===== config.mk =====
export PLATFORM = sky130hd
export DESIGN_NAME = vss_sequencer
export DESIGN_NICKNAME = d
export VERILOG_FILES = /design/src/design/vss_pkg.sv /design/src/design/vss_sequencer.sv /design/src/design/vss_ramp.sv /design/src/design/vss_limit_adc.sv
export SDC_FILE = /design/constraint.sdc
export NUM_CORES = 1
export LEC_CHECK = 0
export BUFFER_PORTS_ARGS = -buffer_cell sky130_fd_sc_hd__buf_4
export CAP_MARGIN = 20
export CORE_ASPECT_RATIO = 0.8
export CORE_UTILIZATION = 62
export CTS_CLUSTER_DIAMETER = 200
export CTS_CLUSTER_SIZE = 28
export DETAILED_ROUTE_END_ITERATION = 16
export GPL_TIMING_DRIVEN = 0
export HOLD_SLACK_MARGIN = 0.12
export PLACE_DENSITY = 0.92
export SYNTH_ARGS = -nofsm -noshare
export SYNTH_HDL_FRONTEND = slang
export SYNTH_SLANG_ARGS = --single-unit

===== constraint.sdc =====
create_clock -name clk -period 7.41 [get_ports clk]
set_input_delay 0.3705 -clock clk [delete_from_list [all_inputs] [get_ports clk]]
set_output_delay 0.3705 -clock clk [all_outputs]
set_load 0.01 [all_outputs]

===== src/design/vss_pkg.sv =====
// Package: constants and state type for the start-up sequencer
package vss_pkg;
	// ------------------------------------------------------------
	// Widths
	// ------------------------------------------------------------
	localparam int REF_W  = 8;
	localparam int PER_W  = 5;
	localparam int HOLD_W = 16;
	localparam int ADC_W  = 8;
	localparam int REG_AW = 8;
	localparam int REG_DW = 8;

	// ------------------------------------------------------------
	// Timing and reference scale
	// ------------------------------------------------------------
	localparam int CLK_NS        = 100;
	localparam int REF_LSB_UV    = 5000;   // Reference code step, 5 mV
	localparam int BOOT_HIGH_MV  = 1100;
	localparam int SHUTDOWN_MV   = 200;
	localparam int DOWN_RATE_UV  = 3125;   // Microvolts per microsecond
	localparam int SLOW_STEP_NS  = 2000;
	localparam int FAST_STEP_NS  = 500;
	localparam int HOLD_ZERO_US  = 2000;
	localparam int DOWN_STEP_NS  = REF_LSB_UV * 1000 / DOWN_RATE_UV;
	localparam logic [REF_W-1:0] BOOT_HIGH_CODE = REF_W'(BOOT_HIGH_MV * 1000 / REF_LSB_UV);
	localparam logic [REF_W-1:0] SHUTDOWN_CODE  = REF_W'(SHUTDOWN_MV * 1000 / REF_LSB_UV);
	localparam logic [PER_W-1:0] DOWN_CYC = PER_W'((DOWN_STEP_NS + CLK_NS - 1) / CLK_NS);
	localparam logic [PER_W-1:0] SLOW_CYC = PER_W'((SLOW_STEP_NS + CLK_NS - 1) / CLK_NS);
	localparam logic [PER_W-1:0] FAST_CYC = PER_W'((FAST_STEP_NS + CLK_NS - 1) / CLK_NS);
	localparam int unsigned HOLD_ZERO_CYC = HOLD_ZERO_US * 1000 / CLK_NS;

	// ------------------------------------------------------------
	// Limit converter, addresses, phases
	// ------------------------------------------------------------
	localparam int ADC_LEVELS = 255;
	localparam int ADC_LSB_UV = 5000000 / ADC_LEVELS;   // One amp or one degree
	localparam int ADC_CH_N   = 3;
	localparam logic [1:0] ADC_CH_CORE = 2'h0;
	localparam logic [1:0] ADC_CH_GFX  = 2'h1;
	localparam logic [1:0] ADC_CH_TEMP = 2'h2;
	localparam logic [3:0] RAIL_ADDR_A = 4'h0;
	localparam logic [3:0] RAIL_ADDR_B = 4'h1;
	localparam logic [1:0] PHASE_ONE   = 2'h1;
	localparam logic [1:0] PHASE_TWO   = 2'h2;
	localparam logic [1:0] PHASE_THREE = 2'h3;

	// ------------------------------------------------------------
	// Register map and reset values
	// ------------------------------------------------------------
	localparam logic [REG_AW-1:0] REG_CORE_LIM = 8'h00;
	localparam logic [REG_AW-1:0] REG_GFX_LIM  = 8'h01;
	localparam logic [REG_AW-1:0] REG_TEMP_LIM = 8'h02;
	localparam logic [REG_AW-1:0] REG_STATUS   = 8'h03;
	localparam logic [REG_AW-1:0] REG_TARGET   = 8'h04;
	localparam logic [REG_AW-1:0] REG_SLEW     = 8'h05;
	localparam logic [REG_AW-1:0] REG_REF      = 8'h06;
	localparam logic [REG_AW-1:0] REG_CONFIG   = 8'h07;
	localparam logic [REF_W-1:0]  TARGET_RST   = 8'h00;

	// Gray codes along idle, wait, command ramp, ready, ramp-down
	typedef enum logic [2:0] {
		ST_IDLE  = 3'h0,
		ST_WAIT  = 3'h1,
		ST_CMD   = 3'h3,
		ST_READY = 3'h2,
		ST_DOWN  = 3'h6,
		ST_BOOT  = 3'h4
	} vss_state_type;
endpackage : vss_pkg


===== src/design/vss_sequencer.sv =====
// Top: strap capture, limit readout, rail start-up and shutdown, register port
`timescale 1ns/1ps

module vss_sequencer #(
	parameter int unsigned HOLD_CYC = vss_pkg::HOLD_ZERO_CYC
) (
	input  logic                       clk,
	input  logic                       rst,
	input  logic                       ce,
	input  logic                       supplies_good,
	input  logic                       enable,
	input  logic                       boot_voltage_strap_hi,
	input  logic                       boot_voltage_strap_lo,
	input  logic                       address_swap_strap_lo,
	input  logic                       phase2_sense_neg_hi,
	input  logic                       phase3_sense_neg_hi,
	input  logic [2:0]                 fault_evt,
	input  logic                       adc_valid,
	input  logic [vss_pkg::ADC_W-1:0]  adc_code,
	output logic                       adc_start,
	output logic [1:0]                 adc_sel,
	input  logic [vss_pkg::REG_AW-1:0] reg_addr,
	input  logic [vss_pkg::REG_DW-1:0] reg_wdata,
	input  logic                       reg_wr,
	input  logic                       reg_rd,
	output logic [vss_pkg::REG_DW-1:0] reg_rdata,
	input  logic                       rail_ready_in,
	output logic                       rail_ready_out,
	output logic                       rail_ready_oe_n,
	output logic [vss_pkg::REF_W-1:0]  ref_code,
	output logic                       drivers_en,
	output logic                       gfx_bias_en,
	output logic                       svid_ready,
	output logic                       boot_voltage,
	output logic [3:0]                 core_rail_addr,
	output logic [3:0]                 gfx_rail_addr,
	output logic [1:0]                 phase_count
);
	import vss_pkg::*;

	// ------------------------------------------------------------
	// Declarations
	// ------------------------------------------------------------
	vss_state_type     state_q;
	vss_state_type     state_d;
	logic              boot_high_q;
	logic [3:0]        core_addr_q;
	logic [3:0]        gfx_addr_q;
	logic [1:0]        phase_q;
	logic [2:0]        fault_q;
	logic [REF_W-1:0]  tgt_q;
	logic              fast_q;
	logic              pend_q;
	logic [REF_W-1:0]  act_tgt_q;
	logic [PER_W-1:0]  act_per_q;
	logic [HOLD_W-1:0] hold_q;
	logic              ready_q;
	logic              drv_q;
	logic              svid_q;
	logic              bias_q;
	logic [REG_DW-1:0] rdata_q;
	logic              od_q;
	logic [REF_W-1:0]  ref_q;
	logic              adc_done;
	logic [ADC_W-1:0]  lim [ADC_CH_N];
	logic              go;
	logic              stop;
	logic              take;
	logic              at_tgt;

	// ------------------------------------------------------------
	// Submodules
	// ------------------------------------------------------------
	vss_limit_adc u_adc (
		.clk         (clk),
		.rst         (rst),
		.ce          (ce),
		.adc_valid   (adc_valid),
		.adc_code    (adc_code),
		.adc_start_q (adc_start),
		.adc_sel_q   (adc_sel),
		.done_q      (adc_done),
		.lim_q       (lim)
	);

	// Reference is cleared whenever the rail is off
	vss_ramp u_ramp (
		.clk    (clk),
		.rst    (rst),
		.ce     (ce),
		.clr    (state_q == ST_IDLE),
		.target (act_tgt_q),
		.period (act_per_q),
		.ref_q  (ref_q)
	);

	// ------------------------------------------------------------
	// Strap sampling
	// ------------------------------------------------------------
	// Followed only while supplies are not good, frozen from the rise on
	always_ff @(posedge clk or posedge rst)
	begin
		if (rst)
		begin
			boot_high_q <= 1'b0;
			core_addr_q <= RAIL_ADDR_A;
			gfx_addr_q  <= RAIL_ADDR_B;
			phase_q     <= PHASE_THREE;
		end
		else if (ce && !supplies_good)
		begin
			// Between the two thresholds the last decision stands
			if (boot_voltage_strap_hi)
				boot_high_q <= 1'b1;
			else if (boot_voltage_strap_lo)
				boot_high_q <= 1'b0;
			core_addr_q <= address_swap_strap_lo ? RAIL_ADDR_B : RAIL_ADDR_A;
			gfx_addr_q  <= address_swap_strap_lo ? RAIL_ADDR_A : RAIL_ADDR_B;
			if (phase3_sense_neg_hi && phase2_sense_neg_hi)
				phase_q <= PHASE_ONE;
			else if (phase3_sense_neg_hi)
				phase_q <= PHASE_TWO;
			else
				phase_q <= PHASE_THREE;
		end
	end

	// ------------------------------------------------------------
	// Protection latches
	// ------------------------------------------------------------
	// An event in a clearing cycle is kept; enable plays no part
	always_ff @(posedge clk or posedge rst)
	begin
		if (rst)
			fault_q <= '0;
		else if (ce)
			fault_q <= supplies_good ? (fault_q | fault_evt) : fault_evt;
	end

	// ------------------------------------------------------------
	// Command registers
	// ------------------------------------------------------------
	assign go     = supplies_good && enable;
	assign stop   = !enable && state_q != ST_IDLE && state_q != ST_DOWN;
	assign at_tgt = (ref_q == act_tgt_q);
	assign take   = pend_q && ((state_q == ST_WAIT && hold_q == '0)
	                || state_q == ST_CMD || state_q == ST_READY);

	// Target and slew are plain storage
	always_ff @(posedge clk or posedge rst)
	begin
		if (rst)
		begin
			tgt_q  <= TARGET_RST;
			fast_q <= 1'b0;
		end
		else if (ce && reg_wr)
		begin
			if (reg_addr == REG_TARGET)
				tgt_q <= reg_wdata;
			if (reg_addr == REG_SLEW)
				fast_q <= reg_wdata[0];
		end
	end

	// Pending command; only taken once the interface is up, set wins
	always_ff @(posedge clk or posedge rst)
	begin
		if (rst)
			pend_q <= 1'b0;
		else if (ce)
		begin
			if (reg_wr && reg_addr == REG_TARGET && svid_q)
				pend_q <= 1'b1;
			else if (take || !supplies_good)
				pend_q <= 1'b0;
		end
	end

	// ------------------------------------------------------------
	// Sequence
	// ------------------------------------------------------------
	always_comb
	begin
		state_d = state_q;
		case (state_q)
			ST_IDLE:
				if (go)
					state_d = boot_high_q ? ST_BOOT : ST_WAIT;
			ST_BOOT:
				if (at_tgt)
					state_d = ST_READY;
			ST_WAIT:
				if (take)
					state_d = ST_CMD;
			ST_CMD:
				if (!take && at_tgt)
					state_d = ST_READY;
			ST_READY:
				state_d = ST_READY;
			ST_DOWN:
				if (ref_q < SHUTDOWN_CODE)
					state_d = ST_IDLE;
			default:
				state_d = ST_IDLE;
		endcase
		if (stop)
			state_d = ST_DOWN;
		if (!supplies_good)
			state_d = ST_IDLE;
	end

	always_ff @(posedge clk or posedge rst)
	begin
		if (rst)
			state_q <= ST_IDLE;
		else if (ce)
			state_q <= state_d;
	end

	// Ramp target and step period for the stage being entered
	always_ff @(posedge clk or posedge rst)
	begin
		if (rst)
		begin
			act_tgt_q <= '0;
			act_per_q <= SLOW_CYC;
		end
		else if (ce)
		begin
			if (stop)
			begin
				act_tgt_q <= '0;
				act_per_q <= DOWN_CYC;
			end
			else if (state_q == ST_IDLE && go)
			begin
				// Same boot level for both rails
				act_tgt_q <= boot_high_q ? BOOT_HIGH_CODE : '0;
				act_per_q <= SLOW_CYC;
			end
			else if (take)
			begin
				act_tgt_q <= tgt_q;
				act_per_q <= fast_q ? FAST_CYC : SLOW_CYC;
			end
		end
	end

	// Zero-boot hold; loaded on leaving idle, counts down in wait
	always_ff @(posedge clk or posedge rst)
	begin
		if (rst)
			hold_q <= '0;
		else if (ce)
		begin
			if (state_q == ST_IDLE)
				hold_q <= HOLD_W'(HOLD_CYC);
			else if (state_q == ST_WAIT && hold_q != '0)
				hold_q <= hold_q - 1'b1;
		end
	end

	// ------------------------------------------------------------
	// Status outputs
	// ------------------------------------------------------------
	// Registered next state, so loss of supplies or enable drops ready next edge
	always_ff @(posedge clk or posedge rst)
	begin
		if (rst)
		begin
			ready_q <= 1'b0;
			drv_q   <= 1'b0;
			svid_q  <= 1'b0;
			od_q    <= 1'b0;
		end
		else if (ce)
		begin
			ready_q <= (state_d == ST_READY);
			drv_q   <= (state_d != ST_IDLE);
			svid_q  <= (state_d != ST_IDLE);
			od_q    <= 1'b0;
		end
	end

	// Bias on the graphics limit pin follows the finished conversion
	always_ff @(posedge clk or posedge rst)
	begin
		if (rst)
			bias_q <= 1'b0;
		else if (ce)
			bias_q <= adc_done;
	end

	// ------------------------------------------------------------
	// Register read port
	// ------------------------------------------------------------
	// Limits are only reported; nothing compares them with load or heat
	always_ff @(posedge clk or posedge rst)
	begin
		if (rst)
			rdata_q <= '0;
		else if (ce)
		begin
			rdata_q <= '0;
			if (reg_rd)
			begin
				case (reg_addr)
					REG_CORE_LIM: rdata_q <= lim[ADC_CH_CORE];
					REG_GFX_LIM:  rdata_q <= lim[ADC_CH_GFX];
					REG_TEMP_LIM: rdata_q <= lim[ADC_CH_TEMP];
					REG_STATUS:   rdata_q <= {2'h0, svid_q, rail_ready_in,
					                          adc_done, fault_q};
					REG_TARGET:   rdata_q <= tgt_q;
					REG_SLEW:     rdata_q <= {7'h00, fast_q};
					REG_REF:      rdata_q <= ref_q;
					REG_CONFIG:   rdata_q <= {4'h0, phase_q,
					                          core_addr_q == RAIL_ADDR_B, boot_high_q};
					default:      rdata_q <= '0;
				endcase
			end
		end
	end

	// Open drain: enable low pulls the line down while not ready
	assign rail_ready_out  = od_q;
	assign rail_ready_oe_n = ready_q;
	assign reg_rdata       = rdata_q;
	assign ref_code        = ref_q;
	assign drivers_en      = drv_q;
	assign gfx_bias_en     = bias_q;
	assign svid_ready      = svid_q;
	assign boot_voltage    = boot_high_q;
	assign core_rail_addr  = core_addr_q;
	assign gfx_rail_addr   = gfx_addr_q;
	assign phase_count     = phase_q;
endmodule : vss_sequencer


===== src/design/vss_ramp.sv =====
// Reference ramp: steps the reference code one LSB per period toward target
`timescale 1ns/1ps

module vss_ramp (
	input  logic                      clk,
	input  logic                      rst,
	input  logic                      ce,
	input  logic                      clr,
	input  logic [vss_pkg::REF_W-1:0] target,
	input  logic [vss_pkg::PER_W-1:0] period,
	output logic [vss_pkg::REF_W-1:0] ref_q
);
	import vss_pkg::*;

	logic [PER_W-1:0] cnt_q;

	// Period counter, idle while at target so a new target starts a full period
	always_ff @(posedge clk or posedge rst)
	begin
		if (rst)
			cnt_q <= '0;
		else if (ce)
		begin
			if (clr || ref_q == target || cnt_q >= period - 1'b1)
				cnt_q <= '0;
			else
				cnt_q <= cnt_q + 1'b1;
		end
	end

	// One code step per elapsed period, in the direction of the target
	always_ff @(posedge clk or posedge rst)
	begin
		if (rst)
			ref_q <= '0;
		else if (ce)
		begin
			if (clr)
				ref_q <= '0;
			else if (ref_q != target && cnt_q >= period - 1'b1)
				ref_q <= (ref_q < target) ? ref_q + 1'b1 : ref_q - 1'b1;
		end
	end
endmodule : vss_ramp


===== src/design/vss_limit_adc.sv =====
// One-shot sequencer for the three limit pin conversions
`timescale 1ns/1ps

module vss_limit_adc (
	input  logic                      clk,
	input  logic                      rst,
	input  logic                      ce,
	input  logic                      adc_valid,
	input  logic [vss_pkg::ADC_W-1:0] adc_code,
	output logic                      adc_start_q,
	output logic [1:0]                adc_sel_q,
	output logic                      done_q,
	output logic [vss_pkg::ADC_W-1:0] lim_q [vss_pkg::ADC_CH_N]
);
	import vss_pkg::*;

	logic busy_q;

	// Walk the channels once; done never clears, so the pins are not reread
	always_ff @(posedge clk or posedge rst)
	begin
		if (rst)
		begin
			adc_start_q <= 1'b0;
			busy_q      <= 1'b0;
			adc_sel_q   <= ADC_CH_CORE;
			done_q      <= 1'b0;
		end
		else if (ce)
		begin
			adc_start_q <= !done_q && !busy_q;
			if (!done_q && !busy_q)
				busy_q <= 1'b1;
			else if (busy_q && adc_valid)
			begin
				busy_q    <= 1'b0;
				done_q    <= (adc_sel_q == ADC_CH_TEMP);
				adc_sel_q <= adc_sel_q + 2'h1;
			end
		end
	end

	// Each code is a plain count of amps or degrees
	for (genvar g = 0; g < ADC_CH_N; g++)
	begin : g_lim
		always_ff @(posedge clk or posedge rst)
		begin
			if (rst)
				lim_q[g] <= '0;
			else if (ce && busy_q && adc_valid && adc_sel_q == 2'(g))
				lim_q[g] <= adc_code;
		end
	end
endmodule : vss_limit_adc


==> flow_summary.json <==
{
  "synth.largest_area_cell": "dfrtp_1",
  "hold_class": "in -> reg",
  "grt_pass1_wl_microns": 22120,
  "ys.flop_type": "dfrtp_1",
  "fin_crit_ps": 3549,
  "grt_pass1_vias": 4437,
  "crit_type": "reg -> reg",
  "fp.dieH_microns": 85.32,
  "vdd_ir_drop_max_mv": 0.2175,
  "dr.pass1.iters": 8,
  "clkSlewWorstSetupHoldPaths_ps": 110,
  "grt_overflow": 0,
  "drv_slew": 0,
  "ys_types": 59,
  "slowest_delay_ps": 500,
  "die_width_microns": 106.2,
  "place_inst": 704,
  "grt_usage_pct": 31.86,
  "drive_gt1_share_pct": 25.29,
  "crit_buf_inv": 0,
  "synth.top_cell.area_share_pct": 44.65,
  "power.net_switching_mw": 0.6226,
  "cp.required_ps": 7680,
  "core_sq_um": 8446,
  "ctsHtreeMaxLevel": 3,
  "synthCells": 520,
  "seqCellArea_sq_um": 2534,
  "power_frac_seq_pct": 39.5,
  "cts_buffers": 9,
  "finClkSkew_ps": 17.29,
  "synth-compound-area-share_pct": 15.60,
  "setup_viol": 0,
  "drt_wl_total_microns": 13660,
  "synth-simple-area-share_pct": 14.65,
  "avgSynthCellArea_sq_um": 10.35,
  "dp_slack_ps": 3915,
  "synth-edff-count": 0,
  "worstPathArrival_ps": 3820,
  "cts_tree": "done",
  "synth_xor_xnor_area_share_pct": 3.093,
  "max_freq_mhz": 281.8,
  "power.internal_mw": 0.9962,
  "rows": 30,
  "crit_path_max_fanout": 7,
  "power_leakage_nw": 3.028,
  "path_delay_family": "compound AO/OA/AOI/OAI gates",
  "cp-end-kind": "register",
  "fp.dieArea_sq_um": 9057,
  "drt_iter0_drc": 512,
  "p_per_area_nw_per_um2": 257.1,
  "antenna_found_initial": 0,
  "max_cap_violations": 0,
  "setup_tns_ps": 0,
  "critical-path-slowest-cell": "dfrtp_1",
  "clockBufferDepth": 2,
  "fin_hold_ws_ps": 142.9,
  "via_per_inst": 6.359,
  "fin_area_sq_um": 6297,
  "cts_root_buf": "clkbuf_8",
  "netlist_area_sq_um": 5380,
  "nets": 672,
  "cts.sinks": 101,
  "final.setup.worst_slack_ps": 3861,
  "placed_cell_area_sq_um": 6061,
  "rsz0062_at_grt": "no",
  "synth-async-reset-ratio_pct": 100.0,
  "worstMarginPinSlew_ps": 826.0,
  "syn_to_final_growth_pct": 17.05,
  "floorplan.initialDensity_pct": 63.70,
  "instances_no_fill": 721,
  "synth_top_family_by_area": "compound AO/OA/AOI/OAI gates",
  "ys_warn_count": 0,
  "muxShareOfSynthArea_pct": 8.116,
  "clock_latency_ps": 380,
  "multiInputGateArea_sq_um": 2603,
  "numPortBuffers": 65,
  "grt_max_degree": 77,
  "pwr-share-clk_pct": 24.1,
  "swShare_pct": 38.46,
  "via_count": 4585,
  "ys_seq_area_share_pct": 47.09,
  "power_mw": 1.619,
  "routedWlPerCell_microns": 18.95,
  "synth_fa_ha_area_share_pct": 6.419,
  "max_slew_margin_pct": 44.68,
  "synth_seq_cells": 101,
  "cp_cell_sequence": "ha_1 > nor2b_1 > o211ai_1 > a21oi_1 > or3_1 > ha_1 > nor2b_1 > o21ai_0 > a21boi_0 > o21a_1 > or3_1 > a32o_1",
  "startpoint_type": "register",
  "io-pin-count": 76,
  "fin_crit_sh_pct": 47.89,
  "place_hpwl_microns": 9742,
  "synthTopCellsByArea": "dfrtp_1, mux2_2, ha_1",
  "status": "finished, final reports clean",
  "final_util_pct": 74.56,
  "fillers": 554,
  "finalHoldViolations": 0,
  "drcViolationCount": 0,
  "n_antenna_cell": 0,
  "pwr-share-comb_pct": 36.5,
  "gp_congestion": 0.9384,
  "detail-route-antenna-nets": 0
}
[final timing paths]
path	startpoint	endpoint	slack, ps	depth (start not counted)
hold reg to reg	reg_rdata[0]$_DFFE_PP0P_	reg_rdata[0]$_DFFE_PP0P_	500	1
setup / recovery	u_ramp.ref_q[1]$_DFFE_PP0P_	u_ramp.ref_q[6]$_DFFE_PP0P_	3860	12
max in group asynchronous	rst	phase_count[0]$_DFFE_PP1P_	6190	4
setup reg to reg	u_ramp.ref_q[1]$_DFFE_PP0P_	u_ramp.ref_q[6]$_DFFE_PP0P_	3860	12
hold / removal	phase2_sense_neg_hi	phase_count[1]$_DFFE_PP1P_	140	2
min in group asynchronous	rst	tgt_q[6]$_DFFE_PP0P_	520	3
[synthesized netlist by cell type, types with 3 or more instances]
master,instances
nand3_1,18
dfstp_2,5
o31ai_1,7
a222oi_1,9
a21oi_1,25
mux2_2,37
inv_1,31
a31oi_1,6
or3_1,4
a22o_1,8
o211ai_1,7
nor2_1,36
nand4_1,9
and3_1,6
xnor2_1,4
buf_4,9
a32o_1,3
dfrtp_1,96
xor2_1,15
ha_1,26
clkbuf_1,9
o21ai_0,24
nor3_1,6
nand2b_1,5
a21o_1,8
nor2b_1,4
a22oi_1,4
buf_2,5
nand2_1,49
[sequential cells by signal, indices dropped and copies added (netlist names), 2 cells and up]
register and flops:
u_adc.lim_q 24, hold_q 16, act_tgt_q 8, reg_rdata 8
tgt_q 8, u_ramp.ref_q 8, u_ramp.cnt_q 5, act_per_q 3
fault_q 3, state_q 3, phase_count 2, u_adc.adc_sel_q 2
[cells by family after synthesis]
logic type / after synthesis
simple gates: 154
fa+ha+maj: 27
mux: 39
flops: 101
compound gates: 121
buf+inv: 58
xor+xnor: 19
other cells: 1
[repair_timing]
action | in CTS | in global routing
setup buffers | 0 | 0
hold endpoints to repair | 25 | 0
hold buffers | 1 | 0
gates resized for setup | 0 | 0
[placed cells by master (no fill, tap or decap), types with 7 or more instances in the layout]
| master | synthesis | layout |
|---|---|---|
| o211ai_1 | 7 | 7 |
| nand3_1 | 18 | 18 |
| nor2_1 | 36 | 36 |
| a21oi_1 | 25 | 25 |
| o31ai_1 | 7 | 7 |
| a22o_1 | 8 | 8 |
| xor2_1 | 15 | 15 |
| mux2_2 | 37 | 37 |
| clkbuf_1 | 9 | 9 |
| nand4_1 | 9 | 9 |
| clkbuf_8 | 0 | 9 |
| nand2_1 | 49 | 49 |
| conb_1 | 1 | 7 |
| ha_1 | 26 | 26 |
| inv_1 | 31 | 30 |
| dfrtp_1 | 96 | 96 |
| buf_4 | 9 | 74 |
| a222oi_1 | 9 | 9 |
| a21o_1 | 8 | 8 |
| o21ai_0 | 24 | 24 |
[routing by layer]
layer	GRT usage, %	vias to the layer above	wire (microns)
li1	-	2038	-
met3	7.527	59	1400
met5	0	-	0
met2	51.00	308	6265
met1	41.99	2180	5466
met4	13.26	0	528
[power by group through the flow]
stage               Combinational [mW]  Sequential, mW  Clock, mW
detailed placement               0.570           0.648          0
global route                     0.656           0.643      0.410
global placement                 0.527           0.645          0
finish                           0.590           0.639      0.390
CTS                              0.581           0.637      0.390
floorplan                        0.417           0.639          0
[layout make-up]
class                   count  area share [%]
multi-input cells         367           41.33
flip-flops and latches    101           40.23
repair buffers             67           8.345
plain buffers              27           2.384
well taps                 112           2.225
clock buffers               9           1.967
inverters                  31           1.888
clock inverters             7           1.629
Note: power is estimated with default switching activity, not from simulation.
